**config.mk**
```make
export PLATFORM = sky130hd
export DESIGN_NAME = counter_timer_card
export DESIGN_NICKNAME = d
export VERILOG_FILES = /design/src/logic/counter_timer_card.v /design/src/logic/count_channel.v
export VERILOG_INCLUDE_DIRS = /design/src /design/src/logic
export SDC_FILE = /design/constraint.sdc
export NUM_CORES = 1
export LEC_CHECK = 0
export ABC_AREA = 1
export BUFFER_PORTS_ARGS = -buffer_cell sky130_fd_sc_hd__buf_2
export CELL_PAD_IN_SITES_DETAIL_PLACEMENT = 0
export CELL_PAD_IN_SITES_GLOBAL_PLACEMENT = 2
export CORE_ASPECT_RATIO = 0.7
export CORE_MARGIN = 3
export CORE_UTILIZATION = 32
export DETAILED_ROUTE_END_ITERATION = 10
export HOLD_SLACK_MARGIN = 0.02
export PLACE_DENSITY = 0.88
export SLEW_MARGIN = 0
export SYNTH_ARGS = -nofsm -noshare
export SYNTH_HDL_FRONTEND = slang
export SYNTH_SLANG_ARGS = --single-unit
```
**constraint.sdc**
```tcl
create_clock -name clk -period 1.98 [get_ports clk]
set_input_delay 0.396 -clock clk [delete_from_list [all_inputs] [get_ports clk]]
set_output_delay 0.396 -clock clk [all_outputs]
set_load 0.03 [all_outputs]
```
**src/logic/ctc_defines.vh**
```
// constants for the three-channel counter/timer card
`ifndef CTC_DEFINES_VH
`define CTC_DEFINES_VH

// ----------------------------------------------------------------------
// i/o port addresses
// ----------------------------------------------------------------------
`define PORT_LOAD0      8'hd8
`define PORT_LOAD1      8'hd9
`define PORT_LOAD2      8'hda
`define PORT_MODE       8'hdb
`define PORT_CTRL0      8'hdc
`define PORT_CTRL1      8'hdd
`define PORT_CTRL2      8'hde
`define PORT_STATUS     8'hdf

// ----------------------------------------------------------------------
// mode register fields
// ----------------------------------------------------------------------
`define MODE_CH_HI      7
`define MODE_CH_LO      6
`define MODE_RL_HI      5
`define MODE_RL_LO      4
`define MODE_MD_HI      3
`define MODE_MD_LO      1
`define MODE_BCD        0
`define RL_LATCH        2'h0
`define RL_LSB          2'h1
`define RL_MSB          2'h2
`define RL_BOTH         2'h3
`define MODE_RST        8'h30

// ----------------------------------------------------------------------
// channel control port fields
// ----------------------------------------------------------------------
`define CTRL_GATE       0
`define CTRL_GPOL       1
`define CTRL_IEN        2
`define CTRL_SEL_HI     6
`define CTRL_SEL_LO     4
`define CTRL_RST        8'h00
`define SEL_SOFT        3'h5
`define SEL_CASCADE     3'h6
`define SEL_EXT         3'h7

// ----------------------------------------------------------------------
// prescaler taps (clock ranges), status layout, count references
// ----------------------------------------------------------------------
`define PRESC_W         16
`define TAP0            3
`define TAP1            6
`define TAP2            9
`define TAP3            12
`define TAP4            15
`define STAT_SPARE_LO   6
`define ZERO_BIN        16'hffff
`define ZERO_BCD        16'h9999
`define COUNT_ONE       16'h0001

`endif

```
**src/logic/counter_timer_card.v**
```verilog
// three-channel counter/timer card: port decode, clock ranges, gating, status
//
// Contract
// RL1: rl=11 channel waits for both preload bytes
// RL2: first byte low half, second byte high
// RL3: counting starts when second byte written
// RL4: channel 1 loads through single port d9
// RL5: mode 0 keeps decrementing past terminal count
// RL6: gate still pauses counting after terminal count
// RL7: latch command gives tear-free count reads
// RL8: software gate bit one enables, zero halts
// RL9: count only while gate at programmed polarity
// RL10: status bits 6,7 show spare inputs
// RL11: status write ones clear matching latches only
// RL12: each channel latch readable as status bit
// RL13: down counting only, zero ffff or 9999
// RL14: event inputs accepted up to 2.5 mhz
// RL15: event from pin or host port read
// RL16: host preloads first use after mode select
// RL17: limit count raises interrupt at terminal count
// RL18: selection 6 cascades previous channel output
// RL19: wrap below zero to ffff or 9999
`timescale 1ns/1ps
`include "ctc_defines.vh"

module counter_timer_card
(
   // clock and reset
   input  wire        clk,
   input  wire        rst,
   // host i/o bus, strobes one cycle wide
   input  wire [7:0]  io_addr,
   input  wire [7:0]  io_wdata,
   input  wire        io_wr,
   input  wire        io_rd,
   output reg  [7:0]  io_rdata,
   // field pins, asynchronous
   input  wire [2:0]  event_in,
   input  wire [2:0]  gate_in,
   input  wire [1:0]  spare_in,
   // channel outputs and interrupt request
   output wire [2:0]  chan_out,
   output reg         int_req
);

   // ----------------------------------------------------------------------
   // pin synchronisers
   // ----------------------------------------------------------------------
   // three stages; a level is accepted once stages two and three agree
   reg  [7:0]  pin_s1_reg;       // first stage, feeds only the second
   reg  [7:0]  pin_s2_reg;       // second stage
   reg  [7:0]  pin_s3_reg;       // third stage
   reg  [7:0]  pin_ok_reg;       // accepted level
   reg  [2:0]  event_prev_reg;   // accepted event level, one cycle old

   wire [7:0]  pin_raw   = {spare_in, gate_in, event_in};
   wire [2:0]  event_ok  = pin_ok_reg[2:0];
   wire [2:0]  gate_ok   = pin_ok_reg[5:3];
   wire [1:0]  spare_ok  = pin_ok_reg[7:6];
   // rising event edge; 2.5 mhz leaves 5 clocks per half period, enough
   // for the 3-stage filter, which also takes levels as short as two clocks
   wire [2:0]  event_edge = event_ok & ~event_prev_reg;          // [RL14]

   always @(posedge clk)
   begin
      if (rst)
      begin
         pin_s1_reg     <= 8'h00;
         pin_s2_reg     <= 8'h00;
         pin_s3_reg     <= 8'h00;
         pin_ok_reg     <= 8'h00;
         event_prev_reg <= 3'h0;
      end
      else
      begin
         pin_s1_reg     <= pin_raw;
         pin_s2_reg     <= pin_s1_reg;
         pin_s3_reg     <= pin_s2_reg;
         // accept each bit only where the later two stages agree
         pin_ok_reg     <= (pin_s2_reg & ~(pin_s2_reg ^ pin_s3_reg))
                         | (pin_ok_reg & (pin_s2_reg ^ pin_s3_reg));
         event_prev_reg <= event_ok;
      end
   end

   // ----------------------------------------------------------------------
   // address decode
   // ----------------------------------------------------------------------
   wire        mode_hit   = (io_addr == `PORT_MODE);
   wire        status_hit = (io_addr == `PORT_STATUS);
   wire [1:0]  mode_ch    = io_wdata[`MODE_CH_HI:`MODE_CH_LO];
   wire [2:0]  load_hit;                  // per-channel load port hit
   wire [2:0]  ctrl_hit;                  // per-channel control port hit
   wire [23:0] rd_bytes;                  // per-channel read bytes

   assign load_hit[0] = (io_addr == `PORT_LOAD0);
   assign load_hit[1] = (io_addr == `PORT_LOAD1);                // [RL4]
   assign load_hit[2] = (io_addr == `PORT_LOAD2);
   assign ctrl_hit[0] = (io_addr == `PORT_CTRL0);
   assign ctrl_hit[1] = (io_addr == `PORT_CTRL1);
   assign ctrl_hit[2] = (io_addr == `PORT_CTRL2);

   // ----------------------------------------------------------------------
   // channel control ports
   // ----------------------------------------------------------------------
   reg  [7:0]  ctrl_mem [0:2];            // gate, polarity, irq enable, range
   integer     ci;

   // control ports are write only; reading one is the software event
   always @(posedge clk)
   begin
      if (rst)
      begin
         for (ci = 0; ci < 3; ci = ci + 1)
            ctrl_mem[ci] <= `CTRL_RST;
      end
      else
      begin
         for (ci = 0; ci < 3; ci = ci + 1)
            if (io_wr && ctrl_hit[ci])
               ctrl_mem[ci] <= io_wdata;
      end
   end

   // ----------------------------------------------------------------------
   // clock range prescaler
   // ----------------------------------------------------------------------
   reg  [`PRESC_W-1:0] presc_reg;         // free running divider
   reg  [2:0]          tc_prev_reg;       // channel outputs, one cycle old

   always @(posedge clk)
   begin
      if (rst)
         presc_reg <= {`PRESC_W{1'b0}};
      else
         presc_reg <= presc_reg + {{(`PRESC_W-1){1'b0}}, 1'b1};
   end

   wire [4:0]  range_tick;                // one pulse per range period
   assign range_tick[0] = &presc_reg[`TAP0:0];
   assign range_tick[1] = &presc_reg[`TAP1:0];
   assign range_tick[2] = &presc_reg[`TAP2:0];
   assign range_tick[3] = &presc_reg[`TAP3:0];
   assign range_tick[4] = &presc_reg[`TAP4:0];

   wire [2:0]  tc_rise = chan_out & ~tc_prev_reg;

   // ----------------------------------------------------------------------
   // per-channel count source, gating and counter
   // ----------------------------------------------------------------------
   genvar g;
   generate
      for (g = 0; g < 3; g = g + 1)
      begin : chan
         wire [2:0] sel = ctrl_mem[g][`CTRL_SEL_HI:`CTRL_SEL_LO];
         // gate level matches the programmed polarity
         wire gate_act  = ctrl_mem[g][`CTRL_GPOL] ? gate_ok[g]
                                                  : ~gate_ok[g];        // [RL9]
         wire enable    = ctrl_mem[g][`CTRL_GATE] & gate_act;           // [RL8]
         reg  tick;

         // count source multiplexer
         always @*
         begin
            case (sel)
               `SEL_SOFT:    tick = io_rd & ctrl_hit[g];                // [RL15]
               `SEL_CASCADE: tick = tc_rise[(g + 2) % 3];               // [RL18]
               `SEL_EXT:     tick = event_edge[g];                      // [RL15]
               3'h0:         tick = range_tick[0];
               3'h1:         tick = range_tick[1];
               3'h2:         tick = range_tick[2];
               3'h3:         tick = range_tick[3];
               3'h4:         tick = range_tick[4];
               default:      tick = 1'b0;
            endcase
         end

         count_channel u_chan
         (
            .clk       (clk),
            .rst       (rst),
            .mode_wr   (io_wr & mode_hit & (mode_ch == g)),
            .load_wr   (io_wr & load_hit[g]),                           // [RL4]
            .rd_strobe (io_rd & load_hit[g]),
            .wr_data   (io_wdata),
            .rd_byte   (rd_bytes[g*8 +: 8]),
            .count_en  (tick & enable),                                 // [RL6]
            .tc_out    (chan_out[g])
         );
      end
   endgenerate

   // ----------------------------------------------------------------------
   // interrupt latches
   // ----------------------------------------------------------------------
   reg  [2:0]  int_latch_reg;             // sticky terminal-count flags
   wire [2:0]  int_en = {ctrl_mem[2][`CTRL_IEN], ctrl_mem[1][`CTRL_IEN],
                         ctrl_mem[0][`CTRL_IEN]};
   wire [2:0]  int_set = tc_rise & int_en;                              // [RL17]
   wire [2:0]  int_clr = (io_wr && status_hit) ? io_wdata[2:0] : 3'h0;

   // a set in the same cycle as its clear wins, so no event is lost
   always @(posedge clk)
   begin
      if (rst)
      begin
         int_latch_reg <= 3'h0;
         tc_prev_reg   <= 3'h0;
         int_req       <= 1'b0;
      end
      else
      begin
         int_latch_reg <= (int_latch_reg & ~int_clr) | int_set;        // [RL11]
         tc_prev_reg   <= chan_out;
         int_req       <= |((int_latch_reg & ~int_clr) | int_set);
      end
   end

   // ----------------------------------------------------------------------
   // read data
   // ----------------------------------------------------------------------
   // answered one cycle after the read strobe, held until the next read
   always @(posedge clk)
   begin
      if (rst)
         io_rdata <= 8'h00;
      else if (io_rd)
      begin
         if (status_hit)
            io_rdata <= {spare_ok, 3'h0, int_latch_reg};          // [RL10] [RL12]
         else if (load_hit[0])
            io_rdata <= rd_bytes[7:0];
         else if (load_hit[1])
            io_rdata <= rd_bytes[15:8];
         else if (load_hit[2])
            io_rdata <= rd_bytes[23:16];
         else
            io_rdata <= 8'h00;
      end
   end

endmodule

```
**src/logic/count_channel.v**
```verilog
// one 16-bit down-counting channel with preload, latch and terminal count
`timescale 1ns/1ps
`include "ctc_defines.vh"

module count_channel
(
   // clock and reset
   input  wire        clk,
   input  wire        rst,
   // host access, already decoded for this channel
   input  wire        mode_wr,
   input  wire        load_wr,
   input  wire        rd_strobe,
   input  wire [7:0]  wr_data,
   output reg  [7:0]  rd_byte,
   // counting
   input  wire        count_en,
   output reg         tc_out
);

   // ----------------------------------------------------------------------
   // state
   // ----------------------------------------------------------------------
   reg  [7:0]  mode_reg;      // rl, mode and bcd fields
   reg  [7:0]  low_byte_reg;  // first preload byte waiting for the second
   reg  [15:0] count_reg;     // live count
   reg  [15:0] latch_reg;     // frozen count for tear-free reads
   reg         latched_reg;   // latch holds a value not yet read out
   reg         armed_reg;     // preload complete, counting allowed
   reg         wr_hi_reg;     // next load byte is the high byte
   reg         rd_hi_reg;     // next read byte is the high byte

   wire [1:0]  rl   = mode_reg[`MODE_RL_HI:`MODE_RL_LO];
   wire        bcd  = mode_reg[`MODE_BCD];
   wire [15:0] src  = latched_reg ? latch_reg : count_reg;

   // ----------------------------------------------------------------------
   // decrement, binary or four bcd digits
   // ----------------------------------------------------------------------
   // a zero count wraps to the zero reference so totalizing keeps going
   function [15:0] dec_count;
      input [15:0] v;
      input        is_bcd;
      reg   [15:0] r;
      reg          borrow;
      integer      i;
      begin
         r      = v;
         borrow = 1'b1;
         if (!is_bcd)
            r = v - `COUNT_ONE;                                   // [RL13] [RL19]
         else
            for (i = 0; i < 4; i = i + 1)
            begin
               if (borrow)
               begin
                  if (v[i*4 +: 4] == 4'h0)
                     r[i*4 +: 4] = 4'h9;                          // [RL19]
                  else
                  begin
                     r[i*4 +: 4] = v[i*4 +: 4] - 4'h1;
                     borrow      = 1'b0;
                  end
               end
            end
         dec_count = r;
      end
   endfunction

   // ----------------------------------------------------------------------
   // read byte select
   // ----------------------------------------------------------------------
   always @*
   begin
      if (rl == `RL_MSB || (rl == `RL_BOTH && rd_hi_reg))
         rd_byte = src[15:8];
      else
         rd_byte = src[7:0];
   end

   // ----------------------------------------------------------------------
   // mode, preload, count and latch
   // ----------------------------------------------------------------------
   always @(posedge clk)
   begin
      if (rst)
      begin
         mode_reg     <= `MODE_RST;
         low_byte_reg <= 8'h00;
         count_reg    <= 16'h0000;
         latch_reg    <= 16'h0000;
         latched_reg  <= 1'b0;
         armed_reg    <= 1'b0;
         wr_hi_reg    <= 1'b0;
         rd_hi_reg    <= 1'b0;
         tc_out       <= 1'b0;
      end
      else
      begin
         // counting first; a load that writes count_reg in the same cycle overrides it below
         if (armed_reg && count_en)
         begin
            count_reg <= dec_count(count_reg, bcd);               // [RL5] [RL6]
            if (count_reg == `COUNT_ONE)
               tc_out <= 1'b1;                                    // [RL17]
         end
         if (mode_wr)
         begin
            if (wr_data[`MODE_RL_HI:`MODE_RL_LO] == `RL_LATCH)
            begin
               // latch command: freeze once, ignore until read out
               if (!latched_reg)
               begin
                  latch_reg   <= count_reg;                       // [RL7]
                  latched_reg <= 1'b1;
               end
               rd_hi_reg <= 1'b0;
            end
            else
            begin
               // new mode: stop until preloaded again
               mode_reg    <= wr_data;
               armed_reg   <= 1'b0;                               // [RL1]
               wr_hi_reg   <= 1'b0;
               rd_hi_reg   <= 1'b0;
               latched_reg <= 1'b0;
               tc_out      <= 1'b0;
            end
         end
         else if (load_wr)
         begin
            case (rl)
               `RL_BOTH:
               begin
                  if (!wr_hi_reg)
                  begin
                     low_byte_reg <= wr_data;                     // [RL2]
                     wr_hi_reg    <= 1'b1;
                     armed_reg    <= 1'b0;                        // [RL1]
                  end
                  else
                  begin
                     count_reg <= {wr_data, low_byte_reg};        // [RL2]
                     wr_hi_reg <= 1'b0;
                     armed_reg <= 1'b1;                           // [RL3]
                     tc_out    <= 1'b0;
                  end
               end
               `RL_MSB:
               begin
                  count_reg <= {wr_data, 8'h00};
                  armed_reg <= 1'b1;
                  tc_out    <= 1'b0;
               end
               default:
               begin
                  count_reg <= {8'h00, wr_data};
                  armed_reg <= 1'b1;
                  tc_out    <= 1'b0;
               end
            endcase
         end
         else if (rd_strobe)
         begin
            // the latch lets go after its last byte has been read
            if (rl == `RL_BOTH)
            begin
               rd_hi_reg <= ~rd_hi_reg;
               if (rd_hi_reg)
                  latched_reg <= 1'b0;                            // [RL7]
            end
            else
               latched_reg <= 1'b0;
         end
      end
   end

endmodule

```
=== Word level (Yosys, flattened, before mapping) ===
Memory sizes are Yosys's and may differ from the RTL's.
Cells that the tools add are included.

* Memory bits (writable): 24
* Memories: 1
* Logic and storage cells: 397
* Output and inout bits: 12
* Input port bits: 28
* Register bits after elaboration: 219

* Bitwise operators: 51
* Add/sub/neg operators: 16
* Mux-type cells: 174
* Reductions and logical operators: 69
* Equality and inequality tests: 49

{| class="wikitable"
|+ Memory list
! name !! depth !! bits a word !! read ports !! clocked after Yosys merged registers in !! write ports !! RTL line !! text
|-
| ctrl_mem || 3 || 8 || 3 || 0 || 3 || counter_timer_card.v:106 || <nowiki>reg [7:0] ctrl_mem [0:2];</nowiki>
|}

{| class="wikitable"
|+ Operators by type and width
! cell !! number
|-
| $mux 16 || 18
|-
| $mux 1 || 118
|-
| $pmux 16 s2 || 3
|-
| $mux 4 || 21
|-
| $mux 8 || 10
|-
| $eq 8x8->1 const B || 8
|-
| $eq 16x1->1 const B || 3
|-
| $logic_not 4->1 || 12
|-
| $sub 16x1->16 const B || 3
|-
| $sub 4x1->4 const B || 12
|-
| $eq 3x3->1 const B || 12
|-
| $reduce_and 3->1 || 9
|-
| $pmux 1 s8 || 3
|-
| $and 1x1->1 || 19
|-
| $eq 3x2->1 const B || 6
|-
| $reduce_and 2->1 || 9
|-
| $reduce_bool 2->1 || 9
|-
| $add 16x1->16 const B || 1
|-
| $and 8x8->8 || 2
|-
| $not 1->1 || 16
|-
| $reduce_and 16->1 || 1
|-
| $reduce_and 4->1 || 4
|-
| $eq 2x2->1 const B || 7
|-
| $reduce_and 13->1 || 1
|-
| 21 further kinds || 52
|}

=== Longest topological paths before layout ===
* Depth in word-level cells: 22
* Depth in mapped cells: 15
* Depth with buffers taken out: 15

=== Hierarchy ===
Synthesis repeated with hierarchy kept, for this count alone.

* Cells, all modules: 1856
* Area total of the unflattened synthesis: 12658.4 um2

{| class="wikitable"
|+ Modules (own cells, without submodules)
! module !! seq. area each (um2) !! area an instance (um2) !! cells each !! instances
|-
| counter_timer_card || 1861.8 || 3733.6 || 480 || 1
|-
| count_channel at chan[1].u_chan || 960.9 || 3055.4 || 473 || 1
|-
| count_channel at chan[0].u_chan || 960.9 || 3010.4 || 473 || 1
|-
| count_channel at chan[2].u_chan || 960.9 || 2859.0 || 430 || 1
|}

=== Worst setup path before layout ===
No wires, ideal clock.

* Path type: reg-to-reg
* From: register presc_reg[0]
* To: register chan[0].u_chan.count_reg[7]
* Library setup time: 128 ps
* Arrival: 1710 ps
* Cell stages (with the launch flop): 16
* Data required time: 1852 ps
* Period minus slack after synthesis: 1838 ps
* Path slack: 142 ps
* Path buffers: 1
* Path through: dfxtp_1 -> ha_1 -> nand2_2 -> nor2_4 -> nand2_4 -> nor2_4 -> nand2_1 -> o21ai_0 -> nand2_1 -> nand3_2 -> nand2_2 -> buf_6 -> nand2_1 -> nand2_1 -> a21oi_1 -> nor2_1

* Cells in the longest elaborated chain, start to end: 9
* Elaborated cells on any way between the ends: 13
* Those cells by class: mux (6); bitwise (1); reduce/logical (6)

{| class="wikitable"
|+ Ends and longest elaborated chain
! item !! RTL line !! text
|-
| start, declared || counter_timer_card.v:128 || <nowiki>reg [`PRESC_W-1:0] presc_reg;</nowiki>
|-
| start signal, assigned || counter_timer_card.v:134 || <nowiki>presc_reg <= {`PRESC_W{1'b0}};</nowiki>
|-
| start signal, assigned || counter_timer_card.v:136 || <nowiki>presc_reg <= presc_reg + {{(`PRESC_W-1){1'b0}}, 1'b1};</nowiki>
|-
| $reduce_and 16->1 (tied with other cells) || counter_timer_card.v:144 || <nowiki>assign range_tick[4] = &presc_reg[`TAP4:0];</nowiki>
|-
| $pmux 1 s8 (*) || counter_timer_card.v:165 || <nowiki>case (sel)</nowiki>
|-
| $and 1x1->1 (*) || counter_timer_card.v:187 || <nowiki>.count_en (tick & enable),</nowiki>
|-
| $logic_and 1x1->1 (*) || count_channel.v:101 || <nowiki>if (armed_reg && count_en)</nowiki>
|-
| $mux 16 (*) || count_channel.v:101 ||
|-
| $mux 16 || count_channel.v:135 || <nowiki>if (!wr_hi_reg)</nowiki>
|-
| $pmux 16 s2 || count_channel.v:132 || <nowiki>case (rl)</nowiki>
|-
| $mux 16 || count_channel.v:130 || <nowiki>else if (load_wr)</nowiki>
|-
| $mux 16 (*) || count_channel.v:107 || <nowiki>if (mode_wr)</nowiki>
|-
| end signal, assigned || count_channel.v:103 || <nowiki>count_reg <= dec_count(count_reg, bcd);</nowiki>
|-
| end signal, assigned || count_channel.v:143 || <nowiki>count_reg <= {wr_data, low_byte_reg};</nowiki>
|-
| end signal, assigned || count_channel.v:151 || <nowiki>count_reg <= {wr_data, 8'h00};</nowiki>
|-
| end, declared || count_channel.v:26 || <nowiki>reg [15:0] count_reg;</nowiki>
|}

Every way passes the cells marked *; elsewhere a longest branch is shown, timed or not.
A chain may end at the register's enable or synchronous reset.

=== Final worst setup path ===
* From: register presc_reg[0]
* To: register chan[2].u_chan.count_reg[0]

* Cells in the longest elaborated chain, start to end: 9
* Elaborated cells on any way between the ends: 13
* Those cells by class: mux (6); bitwise (1); reduce/logical (6)

{| class="wikitable"
|+ Ends and longest elaborated chain
! item !! RTL line
|-
| $reduce_and 16->1 (tied with other cells) || counter_timer_card.v:144
|-
| $pmux 1 s8 (*) || counter_timer_card.v:165
|-
| $and 1x1->1 (*) || counter_timer_card.v:187
|-
| $logic_and 1x1->1 (*) || count_channel.v:101
|-
| $mux 16 (*) || count_channel.v:101
|-
| $mux 16 || count_channel.v:135
|-
| $pmux 16 s2 || count_channel.v:132
|-
| $mux 16 || count_channel.v:130
|-
| $mux 16 (*) || count_channel.v:107
|-
| end signal, assigned || count_channel.v:103
|-
| end signal, assigned || count_channel.v:143
|-
| end signal, assigned || count_channel.v:151
|-
| end, declared || count_channel.v:26
|}

Marks and branches as above.

==> PnR_summary.wiki <==
{| class="wikitable"
! Metric !! Value
|-
| Clk slew on worst S/H paths || 0.07 ns
|-
| Wire per inst || 16.9 um
|-
| Vertical extent of the die || 169 um
|-
| Initial antenna violation count || 0
|-
| Vias per std cell || 5.05
|-
| Critical path launch point type || flip-flop
|-
| Worst slew margin relative to its limit || 55.4%
|-
| Top Metal Used || met4
|-
| Antenna Cells || 0
|-
| Number of nets produced by synthesis || 1844
|-
| Netlist cell types || 53
|-
| Wl on met1 || 21.7 mm
|-
| Number of register bits inferred by synthesis || 228
|-
| Die X-Extent || 240 um
|-
| Number of antenna-violating nets in the routed design || 0
|-
| Count of final max-slew check failures || 0
|-
| Fillcell total || 3943
|-
| Die outline area || 0.0406 sq mm
|-
| Total core area || 0.0374 sq mm
|-
| Worst slack after detailed placement || -0.144 ns
|-
| Critical path start-end classification || reg -> reg
|-
| Cells after Synth || 1809
|-
| Proportion of synthesized flip-flops having asynchronous set or reset || 0%
|-
| Layout area overhead || 26.3%
|-
| Clock latency on the worst-skew pair || 0.53 ns
|-
| Met2 wire len || 16.7 mm
|-
| Leakage power total || 6.48 nW
|-
| Area post-placement || 0.0141 sq mm
|-
| Vias || 12600
|-
| Non-Filler Instances || 2495
|-
| TritonCTS clock tree || yes
|-
| Number of hold-repair buffers added at the cts stage || 0
|-
| Number of enable flip-flop cells after synthesis || 18
|-
| CP bufs+invs || 2
|-
| Data required, critical path || 2.44 ns
|-
| Data arrival time at the worst-slack endpoint || 2.46 ns
|-
| Result of the run || finished, violations left
|-
| Number of detailed-routing iterations run before antenna repair || 7
|-
| Root Driver || clkbuf_16
|-
| Cells along the critical path || ha_4 > nand2_4 > nor2_4 > nand2_4 > nor2_4 > buf_4 > nand3_2 > nand2_2 > nor2_4 > nor2_8 > nand2_8 > buf_8 > nand2_2 > nand3_2 > a21oi_2
|-
| Tcrit/Tclk final || 101%
|-
| Total congestion overflow after global routing || 0
|-
| Starting DRT DRC Count || 1173
|-
| Top_reg_cell synth || dfxtp_1
|-
| Family with the most delay on the worst path || simple AND/OR/NAND/NOR gates
|-
| Least-Margin Pin Slew || 0.666 ns
|-
| Placed cells || 2448
|-
| Cell repeated most along the worst path || nor2_4
|-
| Final non-filler cell area || 0.0154 sq mm
|-
| Cell area after synthesis || 0.0122 sq mm
|-
| Via count of the first global-routing pass || 11600
|-
| Mean instance size in the synthesized netlist || 6.75 sq um
|-
| RSZ-0062 raised after global routing || yes
|-
| Placer congestion estimate || 0.946
|-
| Number of maximum-capacitance constraint violations || 0
|-
| CTS HTree Levels || 1
|-
| Effective utilization at floorplan || 32.6%
|-
| Pwr Density || 650 mW/mm^2
|-
| Endpoints failing hold || 0
|-
| Class of the most critical hold timing path || in -> reg
|-
| Violations in the final reports || negative setup slack
|-
| Sinks on Clock Net || 228
|-
| Maximum ir drop on the vdd rail || 0.593 mV
|-
| CP Max Fanout || 6
|-
| Number of I/O pins || 40
|-
| Worst clock skew || 0.00826 ns
|-
| Num rows || 59
|-
| Final min period || 1.99 ns
|-
| Sequential cell area fraction in the yosys report || 38.8%
|-
| Cell with the largest stage delay on the worst path || dfxtp_4
|-
| Global router's overall resource usage || 20.3%
|-
| Smallest setup slack after layout || -0.0123 ns
|-
| Clock buffers created by TritonCTS || 24
|-
| First-pass GRT wire length || 65.0 mm
|-
| Fraction of final layout cells sized beyond drive strength 1 || 19.7%
|-
| Synth Warn # || 0
|-
| Final count of negative-setup-slack endpoints || 3
|-
| Critical path's largest stage delay || 0.36 ns
|-
| Maximum frequency from static timing analysis || 502 MHz
|-
| HPWL after DPL || 32.1 mm
|-
| Post-route DRC violation count || 0
|-
| WL met3 || 2.76 mm
|-
| Pin count of the biggest net entering global routing || 45
|-
| Count of input and output buffers || 39
|-
| Routed WL || 42.0 mm
|-
| Final net count || 2026
|-
| Worst hold slack || 0.0625 ns
|-
| Critical path endpoint category || flip-flop
|-
| Most frequent cells in the layout || nand2_1, inv_1, dfxtp_1
|-
| Maximum clock path buffer count || 3
|-
| Most frequent standard cell in the layout excluding fill and tap cells || nand2_1
|}
==> worst paths after layout <==
| kind | from | end | slack (ns) | cells after the start |
|---|---|---|---|---|
| setup / recovery | presc_reg[0]$_SDFF_PP0_ | chan[2].u_chan.count_reg[0]$_SDFF_PP0_ | -0.01 | 15 |
| hold / removal | spare_in[1] | pin_s1_reg[7]$_SDFF_PP0_ | 0.06 | 3 |
| setup reg to reg | presc_reg[0]$_SDFF_PP0_ | chan[2].u_chan.count_reg[0]$_SDFF_PP0_ | -0.01 | 15 |
| hold reg to reg | pin_s1_reg[3]$_SDFF_PP0_ | pin_s2_reg[3]$_SDFF_PP0_ | 0.40 | 2 |
==> per-stage QoR <==
stage / util (%) / total power, W / setup TNS (ns)
after global routing: 41.2 / 0.0104 / -3.19
after global placement: 37.7 / 0.00527 / -3.82
final: 41.2 / 0.0100 / -0.0207
after detailed placement: 37.7 / 0.00528 / -6.10
after floorplan: - / 0.00504 / 0
after CTS: 40.3 / 0.0101 / -0.0788
==> tightest hold or removal path, stage by stage <==
cell	delay [ns]
buf_2	0.07
inv_1	0.03
nor2_1	0.06
==> cell type report <==
cell class,count,area (sq um),area share [%]
Clock buffer,32,672,4.35
Clock inverter,10,155,1.01
Inverter,242,928,6.02
Multi-Input combinational cell,1270,6610,42.8
Sequential cell,228,4750,30.8
Tap cell,488,611,3.96
Timing Repair Buffer,225,1710,11.1
==> repair_timing <==
| item | in CTS | in global routing |
|---|---|---|
| pin swaps | 9 | 27 |
| gates cloned | 1 | 0 |
| setup endpoints to repair | 35 | 52 |
| buffers inserted | 2 | 2 |
| gates resized for setup | 28 | 93 |
==> synth_stat cells, types with 2 or more instances <==
cell	instances	area, sq um
o21ai_1	6	30.0
edfxtp_1	18	541
a211oi_1	3	22.5
nand4_1	11	68.8
a21oi_1	179	896
nand3_1	150	751
nor3_1	24	120
a31oi_1	7	43.8
nor2_2	5	31.3
dfxtp_1	210	4200
nand3b_1	6	45.0
a221oi_1	2	17.5
o311ai_0	3	26.3
inv_1	231	867
clkbuf_1	46	173
o21a_1	11	82.6
o32ai_1	2	17.5
mux2i_1	6	60.1
ha_1	7	87.6
buf_2	10	50.1
nor2_1	181	679
nor2_4	8	90.1
a311oi_1	2	17.5
o21ai_0	160	801
o22ai_1	3	18.8
o31ai_1	28	210
nand2_2	10	62.6
nor3_2	5	50.1
clkinv_1	3	11.3
buf_4	4	30.0
buf_1	4	15.0
o211ai_1	14	105
o21ai_2	4	35.0
mux2_2	2	22.5
nand3_2	3	30.0
nand2_4	4	45.0
inv_2	8	30.0
nand2_1	387	1450
nor4_1	4	25.0
xor2_1	17	149
buf_6	5	56.3
or2_2	5	31.3
==> report_power, final <==
group | leakage (nW) | total [W] | internal [W] | switching [W]
combinational | 4.21 | 0.000475 | 0.000143 | 0.000333
clock | 0.401 | 0.00483 | 0.00290 | 0.00193
sequential | 1.87 | 0.00472 | 0.00469 | 0.0000303
==> logic make-up (layout without fill, tap and decap cells) <==
family	after synthesis	count (layout)	share of synthesized area [%]
simple gates	808	809	29.0
compound gates	428	428	19.3
buf+inv	312	509	10.1
flops	228	228	38.8
xor+xnor	18	18	1.29
mux	8	8	0.676
fa+ha+maj	7	7	0.717
==> metal layers <==
layer,global-route usage (%),vias to the layer above
met5,0,-
met4,3.99,0
met3,3.90,47
met2,28.7,383
met1,31.6,5858
li1,-,6313
Note: power is estimated with default switching activity, not from simulation.
